### src/include/led_ctrl_cfg.svh
// Offsets, field positions, keys and timing counts of the LED matrix control logic
`ifndef LED_CTRL_CFG_SVH
`define LED_CTRL_CFG_SVH
`define CLK_HZ 200000000
`define PAGE_SEL_OFF 8'hFD
`define PAGE_THREE 8'h03
`define CONFIG_OFF 8'h00
`define PULLUP_SEL_OFF 8'h0F
`define PULLDOWN_SEL_OFF 8'h10
`define THERMAL_OFF 8'h12
`define UNLOCK_OFF 8'hE0
`define SCAN_HOLD_OFF 8'hE1
`define CURRENT_TRIM_OFF 8'hE2
`define REF_OSC_TRIM_OFF 8'hE3
`define UNLOCK_KEY 8'hF7
`define CLEAR_VALUE 8'h00
`define REG_RESET 8'h00
`define SOFT_OFF_BIT 0
`define PWM_FAST_BIT 4
`define LIMIT_RAISE_BIT 4
`define PROTECT_OFF_BIT 0
`define SW_COUNT 12
`define PWM_SLOW_HZ 8400
`define PWM_FAST_HZ_X10 267000
`define PWM_SLOW_CYC (`CLK_HZ / `PWM_SLOW_HZ)
`define PWM_FAST_CYC ((`CLK_HZ / `PWM_FAST_HZ_X10) * 10)
`define RECOVER_S 5
`define RECOVER_CYC (`RECOVER_S * `CLK_HZ)
`define HOST_CMD_OFF 32'h00000000
`define HOST_CTRL_OFF 32'h00000004
`define HOST_STATUS_OFF 32'h00000008
`define CTRL_SERIAL_RESET_BIT 0
`define CTRL_HARD_OFF_BIT 1
`define CTRL_AUTO_RECOVER_BIT 2
`define CTRL_START_RECOVER_BIT 3
`define CMD_WRITE_BIT 16
`endif

### src/include/led_link_if.sv
// Register access link plus reset and shutdown pins between host and driver
`timescale 1ns/1ps
interface led_link_if;
  logic req;
  logic we;
  logic [7:0] addr;
  logic [7:0] wdata;
  logic ack;
  logic [7:0] rdata;
  logic serial_reset_pin;
  logic hard_off_pin;
  modport device (input req, input we, input addr, input wdata, input serial_reset_pin, input hard_off_pin,
    output ack, output rdata);
  modport host (output req, output we, output addr, output wdata, output serial_reset_pin, output hard_off_pin,
    input ack, input rdata);
endinterface

### src/core/led_matrix_device.sv
// LED matrix driver control end: paged registers, shutdown, test mode, scan and de-ghost pulls
// How it works
// RULE1: Pull-up and pull-down strengths chosen at 0Fh/10h.
// RULE2: Pulls connect only while their output is off.
// RULE3: Serial reset pin high holds interface in reset.
// RULE4: Shutdown never alters any register contents.
// RULE5: Soft-off bit zero blanks all current sources.
// RULE6: Hard-off pin low disables analog, registers stay accessible.
// RULE7: Test registers reachable only with key F7 stored.
// RULE8: Host selects page three before test registers.
// RULE9: Scan hold code nonzero parks one switch on; codes 0Dh-0Fh leave all switches off.
// RULE10: Host periodically rewrites key, clears test registers.
// RULE11: Trim fields in E2h and E3h, default normally.
// RULE12: Thermal raise bit D4, protect-off bit D0.
// RULE13: PWM 8.4kHz default, D4 of 00h selects 26.7kHz.
`timescale 1ns/1ps
`include "led_ctrl_cfg.svh"
module led_matrix_device #(
  parameter int unsigned PWM_SLOW_CYC = `PWM_SLOW_CYC,
  parameter int unsigned PWM_FAST_CYC = `PWM_FAST_CYC
) (
  input wire logic aclk,
  input wire logic aresetn,
  led_link_if.device link,
  output logic [11:0] scan_switch_pins,
  output logic [11:0] scan_switch_pullup_en,
  output logic [11:0] current_source_pins,
  output logic [11:0] current_source_pulldown_en,
  output logic [7:0] pullup_strength,
  output logic [7:0] pulldown_strength,
  output logic analog_enable,
  output logic test_mode,
  output logic [2:0] current_trim,
  output logic [3:0] reference_trim_field,
  output logic [3:0] oscillator_trim_field,
  output logic thermal_limit_raise_bit,
  output logic thermal_protect_off_bit,
  output logic pwm_fast
);
  typedef struct packed {
    logic [7:0] page;
    logic [7:0] config_reg;
    logic [7:0] pullup_sel;
    logic [7:0] pulldown_sel;
    logic [7:0] thermal;
    logic [7:0] unlock;
    logic [7:0] scan_hold;
    logic [7:0] cs_trim;
    logic [7:0] ro_trim;
    logic ack;
    logic acked;
    logic [7:0] rdata;
    logic [14:0] pwm_cnt;
    logic [3:0] scan_idx;
    logic [11:0] sw_on;
    logic [11:0] cs_on;
    logic analog_en;
  } state_s;

  state_s r;
  state_s next_r;
  logic unlocked;
  logic in_page3;
  logic test_addr;
  logic [14:0] period;
  logic [7:0] rd_mux;

  assign unlocked = (r.unlock == `UNLOCK_KEY); // RULE7
  assign in_page3 = (r.page == `PAGE_THREE); // RULE8
  assign test_addr = (link.addr == `SCAN_HOLD_OFF) || (link.addr == `CURRENT_TRIM_OFF) ||
    (link.addr == `REF_OSC_TRIM_OFF) || (link.addr == `THERMAL_OFF);
  // Fast PWM shortens the period; the counter wraps at whichever is selected
  assign period = r.config_reg[`PWM_FAST_BIT] ? 15'(PWM_FAST_CYC - 1) : 15'(PWM_SLOW_CYC - 1); // RULE13

  // Read multiplexer; a locked test register or another page reads as zero
  always_comb begin
    rd_mux = 8'h00;
    if (link.addr == `PAGE_SEL_OFF) begin
      rd_mux = r.page;
    end else if (in_page3 && !(test_addr && !unlocked)) begin // RULE7
      unique case (link.addr)
        `CONFIG_OFF: rd_mux = r.config_reg;
        `PULLUP_SEL_OFF: rd_mux = r.pullup_sel;
        `PULLDOWN_SEL_OFF: rd_mux = r.pulldown_sel;
        `THERMAL_OFF: rd_mux = {3'h0, r.thermal[`LIMIT_RAISE_BIT], 3'h0, r.thermal[`PROTECT_OFF_BIT]};
        `UNLOCK_OFF: rd_mux = r.unlock;
        `SCAN_HOLD_OFF: rd_mux = {4'h0, r.scan_hold[3:0]};
        `CURRENT_TRIM_OFF: rd_mux = {5'h00, r.cs_trim[2:0]};
        `REF_OSC_TRIM_OFF: rd_mux = r.ro_trim;
        default: rd_mux = 8'h00;
      endcase
    end
  end

  // Next-state logic: register access, PWM divider, scan and output drive
  always_comb begin
    next_r = r;
    next_r.ack = 1'b0;
    // Shutdown paths never touch register fields, so contents survive either mode
    next_r.page = r.page; // RULE4
    if (link.serial_reset_pin) begin // RULE3
      next_r.acked = 1'b0;
      next_r.rdata = 8'h00;
    end else if (!link.req) begin
      next_r.acked = 1'b0;
    end else if (!r.acked) begin
      next_r.ack = 1'b1;
      next_r.acked = 1'b1;
      next_r.rdata = rd_mux;
      // Accesses still land during hard-off; only the analog side is idle
      if (link.we) begin // RULE6
        if (link.addr == `PAGE_SEL_OFF) begin
          next_r.page = link.wdata;
        end else if (in_page3 && !(test_addr && !unlocked)) begin // RULE7
          unique case (link.addr)
            `CONFIG_OFF: next_r.config_reg = link.wdata;
            `PULLUP_SEL_OFF: next_r.pullup_sel = link.wdata; // RULE1
            `PULLDOWN_SEL_OFF: next_r.pulldown_sel = link.wdata; // RULE1
            `THERMAL_OFF: next_r.thermal = link.wdata; // RULE12
            `UNLOCK_OFF: next_r.unlock = link.wdata;
            `SCAN_HOLD_OFF: next_r.scan_hold = link.wdata;
            `CURRENT_TRIM_OFF: next_r.cs_trim = link.wdata; // RULE11
            `REF_OSC_TRIM_OFF: next_r.ro_trim = link.wdata; // RULE11
            default: next_r.rdata = 8'h00;
          endcase
        end
      end
    end
    next_r.analog_en = link.hard_off_pin; // RULE6
    // One scan step per PWM period; a held switch overrides the rotation, which keeps stepping
    if (r.pwm_cnt >= period) begin
      next_r.pwm_cnt = 15'h0000;
      next_r.scan_idx = (r.scan_idx == 4'(`SW_COUNT - 1)) ? 4'h0 : r.scan_idx + 4'h1;
    end else begin
      next_r.pwm_cnt = r.pwm_cnt + 15'h0001;
    end
    next_r.sw_on = 12'h000;
    if (!link.hard_off_pin) begin // RULE6
      next_r.sw_on = 12'h000;
    end else if (unlocked && r.scan_hold[3:0] != 4'h0 && r.scan_hold[3:0] <= 4'hC) begin // RULE9
      next_r.sw_on[r.scan_hold[3:0] - 4'h1] = 1'b1;
    end else if (r.scan_hold[3:0] == 4'h0 || !unlocked) begin
      next_r.sw_on[r.scan_idx] = 1'b1; // RULE9
    end
    // Sources drive for the first half of each period unless blanked
    if (!r.config_reg[`SOFT_OFF_BIT] || !link.hard_off_pin) begin // RULE5
      next_r.cs_on = 12'h000;
    end else begin
      next_r.cs_on = (r.pwm_cnt < (period >> 1)) ? 12'hFFF : 12'h000;
    end
  end

  // Pulls are the complement of drive while the hard-off pin is high and all off in hard-off, so no current burns through them
  genvar g;
  generate
    for (g = 0; g < `SW_COUNT; g++) begin : g_pull
      always_ff @(posedge aclk) begin
        if (!aresetn) begin
          scan_switch_pullup_en[g] <= 1'b0;
          current_source_pulldown_en[g] <= 1'b0;
        end else begin
          scan_switch_pullup_en[g] <= !next_r.sw_on[g] && link.hard_off_pin; // RULE2
          current_source_pulldown_en[g] <= !next_r.cs_on[g] && link.hard_off_pin; // RULE2
        end
      end
    end
  endgenerate

  // State register; only the chip reset clears configuration
  always_ff @(posedge aclk) begin
    if (!aresetn) begin
      r <= '0;
      r.config_reg <= `REG_RESET;
    end else begin
      r <= next_r;
    end
  end

  assign link.ack = r.ack;
  assign link.rdata = r.rdata;
  assign scan_switch_pins = r.sw_on;
  assign current_source_pins = r.cs_on;
  assign pullup_strength = r.pullup_sel;
  assign pulldown_strength = r.pulldown_sel;
  assign analog_enable = r.analog_en;
  assign current_trim = r.cs_trim[2:0];
  assign reference_trim_field = r.ro_trim[7:4];
  assign oscillator_trim_field = r.ro_trim[3:0];
  assign thermal_limit_raise_bit = r.thermal[`LIMIT_RAISE_BIT]; // RULE12
  assign thermal_protect_off_bit = r.thermal[`PROTECT_OFF_BIT]; // RULE12
  assign pwm_fast = r.config_reg[`PWM_FAST_BIT]; // RULE13
  // Test mode has its own flip-flop, loaded from the next key value so it changes with the stored key
  always_ff @(posedge aclk) begin
    if (!aresetn) begin
      test_mode <= 1'b0;
    end else begin
      test_mode <= (next_r.unlock == `UNLOCK_KEY); // RULE7
    end
  end
endmodule

### src/flat_wrapper.sv
// flat-port wrapper written by rule: the top's interface ports become plain ports
module led_matrix_device_flat 
#(
  parameter int unsigned PWM_SLOW_CYC = `PWM_SLOW_CYC,
  parameter int unsigned PWM_FAST_CYC = `PWM_FAST_CYC
)
  (aclk, aresetn, scan_switch_pins, scan_switch_pullup_en, current_source_pins, current_source_pulldown_en, pullup_strength, pulldown_strength, analog_enable, test_mode, current_trim, reference_trim_field, oscillator_trim_field, thermal_limit_raise_bit, thermal_protect_off_bit, pwm_fast, link_req, link_we, link_addr, link_wdata, link_serial_reset_pin, link_hard_off_pin, link_ack, link_rdata);
  led_link_if link_i ();
  input wire logic aclk;
  input wire logic aresetn;
  output logic [11:0] scan_switch_pins;
  output logic [11:0] scan_switch_pullup_en;
  output logic [11:0] current_source_pins;
  output logic [11:0] current_source_pulldown_en;
  output logic [7:0] pullup_strength;
  output logic [7:0] pulldown_strength;
  output logic analog_enable;
  output logic test_mode;
  output logic [2:0] current_trim;
  output logic [3:0] reference_trim_field;
  output logic [3:0] oscillator_trim_field;
  output logic thermal_limit_raise_bit;
  output logic thermal_protect_off_bit;
  output logic pwm_fast;
  input wire logic [$bits(link_i.req)-1:0] link_req;
  input wire logic [$bits(link_i.we)-1:0] link_we;
  input wire logic [$bits(link_i.addr)-1:0] link_addr;
  input wire logic [$bits(link_i.wdata)-1:0] link_wdata;
  input wire logic [$bits(link_i.serial_reset_pin)-1:0] link_serial_reset_pin;
  input wire logic [$bits(link_i.hard_off_pin)-1:0] link_hard_off_pin;
  output wire logic [$bits(link_i.ack)-1:0] link_ack;
  output wire logic [$bits(link_i.rdata)-1:0] link_rdata;
  assign link_i.req = link_req;
  assign link_i.we = link_we;
  assign link_i.addr = link_addr;
  assign link_i.wdata = link_wdata;
  assign link_i.serial_reset_pin = link_serial_reset_pin;
  assign link_i.hard_off_pin = link_hard_off_pin;
  assign link_ack = link_i.ack;
  assign link_rdata = link_i.rdata;
  led_matrix_device #(.PWM_SLOW_CYC(PWM_SLOW_CYC), .PWM_FAST_CYC(PWM_FAST_CYC)) u_core (.aclk(aclk), .aresetn(aresetn), .link(link_i), .scan_switch_pins(scan_switch_pins), .scan_switch_pullup_en(scan_switch_pullup_en), .current_source_pins(current_source_pins), .current_source_pulldown_en(current_source_pulldown_en), .pullup_strength(pullup_strength), .pulldown_strength(pulldown_strength), .analog_enable(analog_enable), .test_mode(test_mode), .current_trim(current_trim), .reference_trim_field(reference_trim_field), .oscillator_trim_field(oscillator_trim_field), .thermal_limit_raise_bit(thermal_limit_raise_bit), .thermal_protect_off_bit(thermal_protect_off_bit), .pwm_fast(pwm_fast));
endmodule
### config.mk
export PLATFORM = sky130hd
export DESIGN_NAME = led_matrix_device_flat
export DESIGN_NICKNAME = d
export VERILOG_FILES = /design/src/include/led_link_if.sv /design/src/core/led_matrix_device.sv /design/src/flat_wrapper.sv
export VERILOG_INCLUDE_DIRS = /design/src /design/src/include
export SDC_FILE = /design/constraint.sdc
export NUM_CORES = 1
export LEC_CHECK = 0
export BUFFER_PORTS_ARGS = -buffer_cell sky130_fd_sc_hd__buf_2
export CAP_MARGIN = 40
export CORE_ASPECT_RATIO = 1.75
export CORE_MARGIN = 10
export CORE_UTILIZATION = 50
export DETAILED_ROUTE_END_ITERATION = 12
export PLACE_DENSITY = 0.73
export SLEW_MARGIN = 15
export SYNTH_ARGS = -nofsm -noshare
export SYNTH_HDL_FRONTEND = slang
export SYNTH_SLANG_ARGS = --single-unit
### constraint.sdc
create_clock -name aclk -period 2.4 [get_ports aclk]
set_input_delay 0.48 -clock aclk [delete_from_list [all_inputs] [get_ports aclk]]
set_output_delay 0.48 -clock aclk [all_outputs]
set_load 0.02 [all_outputs]
# After elaboration in Yosys (flattened, before gate mapping)
# Index checks and enable logic that the tools add are counted.
[classes]
addsub = 3
order_cmp = 7
eq_ne = 12
n_mux = 28
n_bitwise = 5
n_reduce_logical = 79
[ops]
columns = ["cell", "n"]
rows = [
  ["$mux 32", 3],
  ["$mux 8", 10],
  ["$mux 33", 2],
  ["$pmux 8 s8", 1],
  ["$mux 12", 5],
  ["$eq 8x8->1 const B", 7],
  ["$reduce_and 7->1", 7],
  ["$mux 42", 1],
  ["$logic_and 1x1->1", 30],
  ["$logic_not 1->1", 28],
  ["$eq 8x5->1 const B", 2],
  ["$add 15x1->15 const B", 1],
  ["$ge 15x15->1", 1],
  ["$lt 15x14->1", 1],
  ["$mux 15", 1],
  ["$lt 4x5->1 const B", 2],
  ["$demux 1 s4", 2],
  ["$eq 8x2->1 const B", 1],
  ["$eq 8x4->1 const B", 1],
  ["$ge 4x1->1 const B", 2],
  ["$logic_not 8->1", 1],
  ["$reduce_or 8->1", 1],
  ["$logic_or 1x1->1", 5],
  ["$not 1->1", 5],
  ["other kinds (12)", 14],
]
[word_totals]
reg_bits = 148
input_bits = 22
output_inout_bits = 89
word_cells = 176

# Depth between registers and ports, before layout
[logic_depth]
ltp_word = 17
ltp_mapped = 8
ltp_nobuf = 7

# Worst setup path after synthesis
# OpenSTA, ideal clock, no wires.
[synth_path]
kind = "reg-to-reg"
start = "register u_core.r, in the netlist u_core.pwm_fast"
end = "register u_core.r[34] (netlist name)"
setup_ns = 0.065
arrival_time_ns = 2.032
slack_ns = 0.303
stages_incl_launch_ff = 8
n_path_buf = 1
synth_period_minus_slack_ns = 2.097
cell_sequence = "dfxtp_1 -> ha_1 -> nor4b_1 -> a211oi_1 -> a2111oi_4 -> nand2_1 -> clkbuf_1 -> nor2_1"
[synth_via]
elab_chain_len = 3
[synth_lines]
columns = ["item", "line_no", "rtl"]
rows = [
  ["start: declaration", "led_matrix_device.sv:60", "state_s r;"],
  ["start signal: assignment", "led_matrix_device.sv:175", "r <= next_r;"],
  ["$mux 15", "led_matrix_device.sv:73", "assign period = r.config_reg[`PWM_FAST_BIT] ? 15'(PWM_FAST_CYC - 1) : 15'(PWM_SLOW_CYC - 1);"],
  ["$ge 15x15->1", "led_matrix_device.sv:131", "if (r.pwm_cnt >= period) begin"],
  ["$reduce_or 2->1 (no source line)", "--", ""],
]
# No other way between the ends.
# A chain may end at the register's enable or synchronous reset.

# Worst setup path after layout
[layout_path]
start = "register u_core.r, in the netlist u_core.pwm_fast"
end = "register u_core.r[25] (netlist name)"
[layout_via]
elab_chain_len = 2
[layout_lines]
columns = ["item", "line_no"]
rows = [
  ["$mux 15", "led_matrix_device.sv:73"],
  ["$ge 15x15->1", "led_matrix_device.sv:131"],
]
# No other way between the ends.

==> flow_metrics.env <==
export IMPL_outcome="finished clean"
export IMPL_end_kind="register"
export IMPL_syn_inst=642
export IMPL_worstPathRequired_ns=2.73
export IMPL_synth_edf_count=0
export IMPL_worstSkewPairLatency_ns=0.41
export IMPL_cts_resized=0
export IMPL_dieArea_um2=16600
export IMPL_yosysSeqAreaShare_pct=39.1
export IMPL_cts_made_buffers=17
export IMPL_io_pins=111
export IMPL_power_density_nw_per_um2=728
export IMPL_antenna_found_initial=0
export IMPL_area_growth_pct=16.1
export IMPL_critPathKind="reg2reg"
export IMPL_critPathMaxStageDelay_ns=0.43
export IMPL_clock_path_buffers=2
export IMPL_final_area_um2=6780
export IMPL_core_area_um2=11500
export IMPL_worst_pin_slew_ns=0.701
export IMPL_clk_pin_slew_ns=0.05
export IMPL_avgSynthCellArea_um2=9.10
export IMPL_grt_pass1_wl_um=26100
export IMPL_dr_total_vias=4893
export IMPL_cts_hold_buffers=0
export IMPL_syn_num_nets=673
export IMPL_first_global_vias=5025
export IMPL_grt_overflow=0
export IMPL_cts_tree="built"
export IMPL_yosys_most_used_dff="dfxtp_1"
export IMPL_wl_per_cell_um=19.8
export IMPL_drc=0
export IMPL_start_kind="register"
export IMPL_ys_warn_count=0
export IMPL_track_usage_pct=20.2
export IMPL_crit_chain="ha_1 > nand4_1 > a211oi_1 > a2111oi_4 > buf_4 > or3b_2 > a21boi_0"
export IMPL_fin_tns_setup_ns=0
export IMPL_crit_fanout=7
export IMPL_drive_gt1_share_pct=26.5
export IMPL_drt_wl_total_um=16800
export IMPL_final_net_count=732
export IMPL_relSlewSlack_pct=53.2
export IMPL_finalMaxSlewViolations=0
export IMPL_maxCapViolCount=0
export IMPL_initial_core_util_pct=50.7
export IMPL_cts_setup_buffers=0
export IMPL_hold_class="in2reg"
export IMPL_finalSetupViolCount=0
export IMPL_post_route_period_util_pct=91.6
export IMPL_dr_pass1_iters=5
export IMPL_final_cell_mix="dfxtp_1 (114), buf_2 (110), nand2_1 (75)"
export IMPL_htree_levels=4
export IMPL_rsz0062_at_grt="false"
export IMPL_gp_congestion=1.00
export IMPL_dieHeight_um=163
export IMPL_min_period_ns=2.20
export IMPL_p_leak_uw=0.00280
export IMPL_hold_violations=0
export IMPL_async_flop_share_pct=0
export IMPL_drt_initial_drc_count=287
export IMPL_cts_root_buf="clkbuf_16"
export IMPL_chipWidth_um=102
export IMPL_post_place_ws_ns=0.185
export IMPL_hpwlAfterDp_um=13000
export IMPL_final_common_cell="dfxtp_1"
export IMPL_synth_seq_cells=114
export IMPL_placed_area_um2=6130
export IMPL_ant_nets=0
export IMPL_cts_sinks=114
export IMPL_layout_setup_ws_ns=0.202
export IMPL_power_uw=4940
export IMPL_num_antenna_cells=0
export IMPL_rows=52
export IMPL_grt_max_degree=40
export IMPL_portBuffers=110
export IMPL_synth_area_um2=5840
export IMPL_crit_arrival_ns=2.53
export IMPL_vias_per_cell=5.76
export IMPL_synth_cell_type_count=63
export IMPL_fin_skew_ns=0.0114
export IMPL_crit_path_top_delay_cell="or3b_2"
export IMPL_fmax_ghz=0.455
export IMPL_vdd_drop_max_v=0.000507
[kinds of logic after synthesis]
kind of cell	count (synthesis)	share of synthesized area, %
and+or+nand+nor	252	23.6
DFF	114	39.1
buffers and inverters	108	11.8
AOI/OAI and AO/OA	78	9.83
muxes	67	11.8
xor gates and xnor gates	14	2.10
adders and majority gates	9	1.93
[area by class of cell]
class,instances,area (um2)
fill,1023,4730
multi-input combinational,420,2880
sequential,114,2280
timing repair buffer,137,766
clock buffer,21,470
clock inverter,11,175
tap,135,169
inverter,11,41.3
[per-layer routing]
metal	vias up	global-route usage, %	share of wire, %
li1	2312	-	-
met3	37	4.80	6.3
met4	0	11.2	4.3
met5	-	0	0
met2	200	36.9	52
met1	2344	20.2	37
[worst max-delay path: cells and delay by family (launching register included)]
family	cells	cell delay (ns)
AO/OA/AOI/OAI	3	0.59
adder cells (fa/ha/maj)	1	0.38
buffers and inverters	1	0.18
flip-flops	1	0.37
AND/OR/NAND/NOR	2	0.59
[final timing paths]
kind / to / cells past startpoint / slack [ns] / startpoint
setup / recovery: u_core.r[25] / 7 / 0.20 / u_core.pwm_fast
hold / removal: u_core.r[52] / 2 / 0.32 / link_req
setup reg to reg: u_core.r[25] / 7 / 0.20 / u_core.pwm_fast
hold reg to reg: u_core.r[81] / 2 / 0.47 / u_core.r[81]
[power by group]
| part | leakage (uW) | total (uW) | switching (uW) | internal, uW |
|---|---|---|---|---|
| registers | 0.000923 | 1930 | 13.5 | 1920 |
| logic | 0.00157 | 263 | 178 | 85.4 |
| clock network | 0.000310 | 2750 | 920 | 1830 |
[state kept, by name, indices dropped and copies added (netlist names), 3 cells and up]
signal,cells
u_core.reference_trim_field,4
u_core.scan_switch_pins,12
u_core.pulldown_strength,8
u_core.scan_switch_pullup_en,12
u_core.current_trim,3
u_core.r,47
u_core.pullup_strength,8
u_core.link.rdata,8
u_core.oscillator_trim_field,4
[cell usage after synthesis (3+ instances only)]
| master | instances | area, um2 |
|---|---|---|
| a211oi_1 | 7 | 52.6 |
| a21boi_0 | 3 | 22.5 |
| a21oi_1 | 12 | 60.1 |
| a22o_1 | 3 | 26.3 |
| a22oi_1 | 12 | 90.1 |
| and2_1 | 19 | 119 |
| and3_1 | 4 | 25.0 |
| and4b_1 | 3 | 30.0 |
| buf_2 | 6 | 30.0 |
| buf_4 | 71 | 533 |
| clkbuf_1 | 19 | 71.3 |
| dfxtp_1 | 114 | 2280 |
| ha_1 | 9 | 113 |
| inv_1 | 11 | 41.3 |
| mux2_2 | 4 | 45.0 |
| mux2i_1 | 62 | 621 |
| nand2_1 | 75 | 282 |
| nand2b_1 | 8 | 50.1 |
| nand3_1 | 21 | 105 |
| nand4_1 | 11 | 68.8 |
| nor2_1 | 42 | 158 |
| nor2b_1 | 23 | 144 |
| nor3_1 | 10 | 50.1 |
| nor4_1 | 7 | 43.8 |
| o2111ai_1 | 4 | 35.0 |
| o21ai_0 | 12 | 60.1 |
| o2bb2ai_1 | 5 | 43.8 |
| o31a_1 | 4 | 35.0 |
| or3_1 | 3 | 18.8 |
| xnor2_1 | 8 | 70.1 |
| xor2_1 | 6 | 52.6 |
[metrics by stage]
step,std cells,hold slack (ns),util (%)
finish,849,0.323,58.9
floorplan,642,0.430,-
detailed placement,816,0.456,53.2
CTS,848,0.314,58.8
global route,849,0.332,58.9
global placement,816,0.450,53.2
Power figures use the tool's default switching activity.
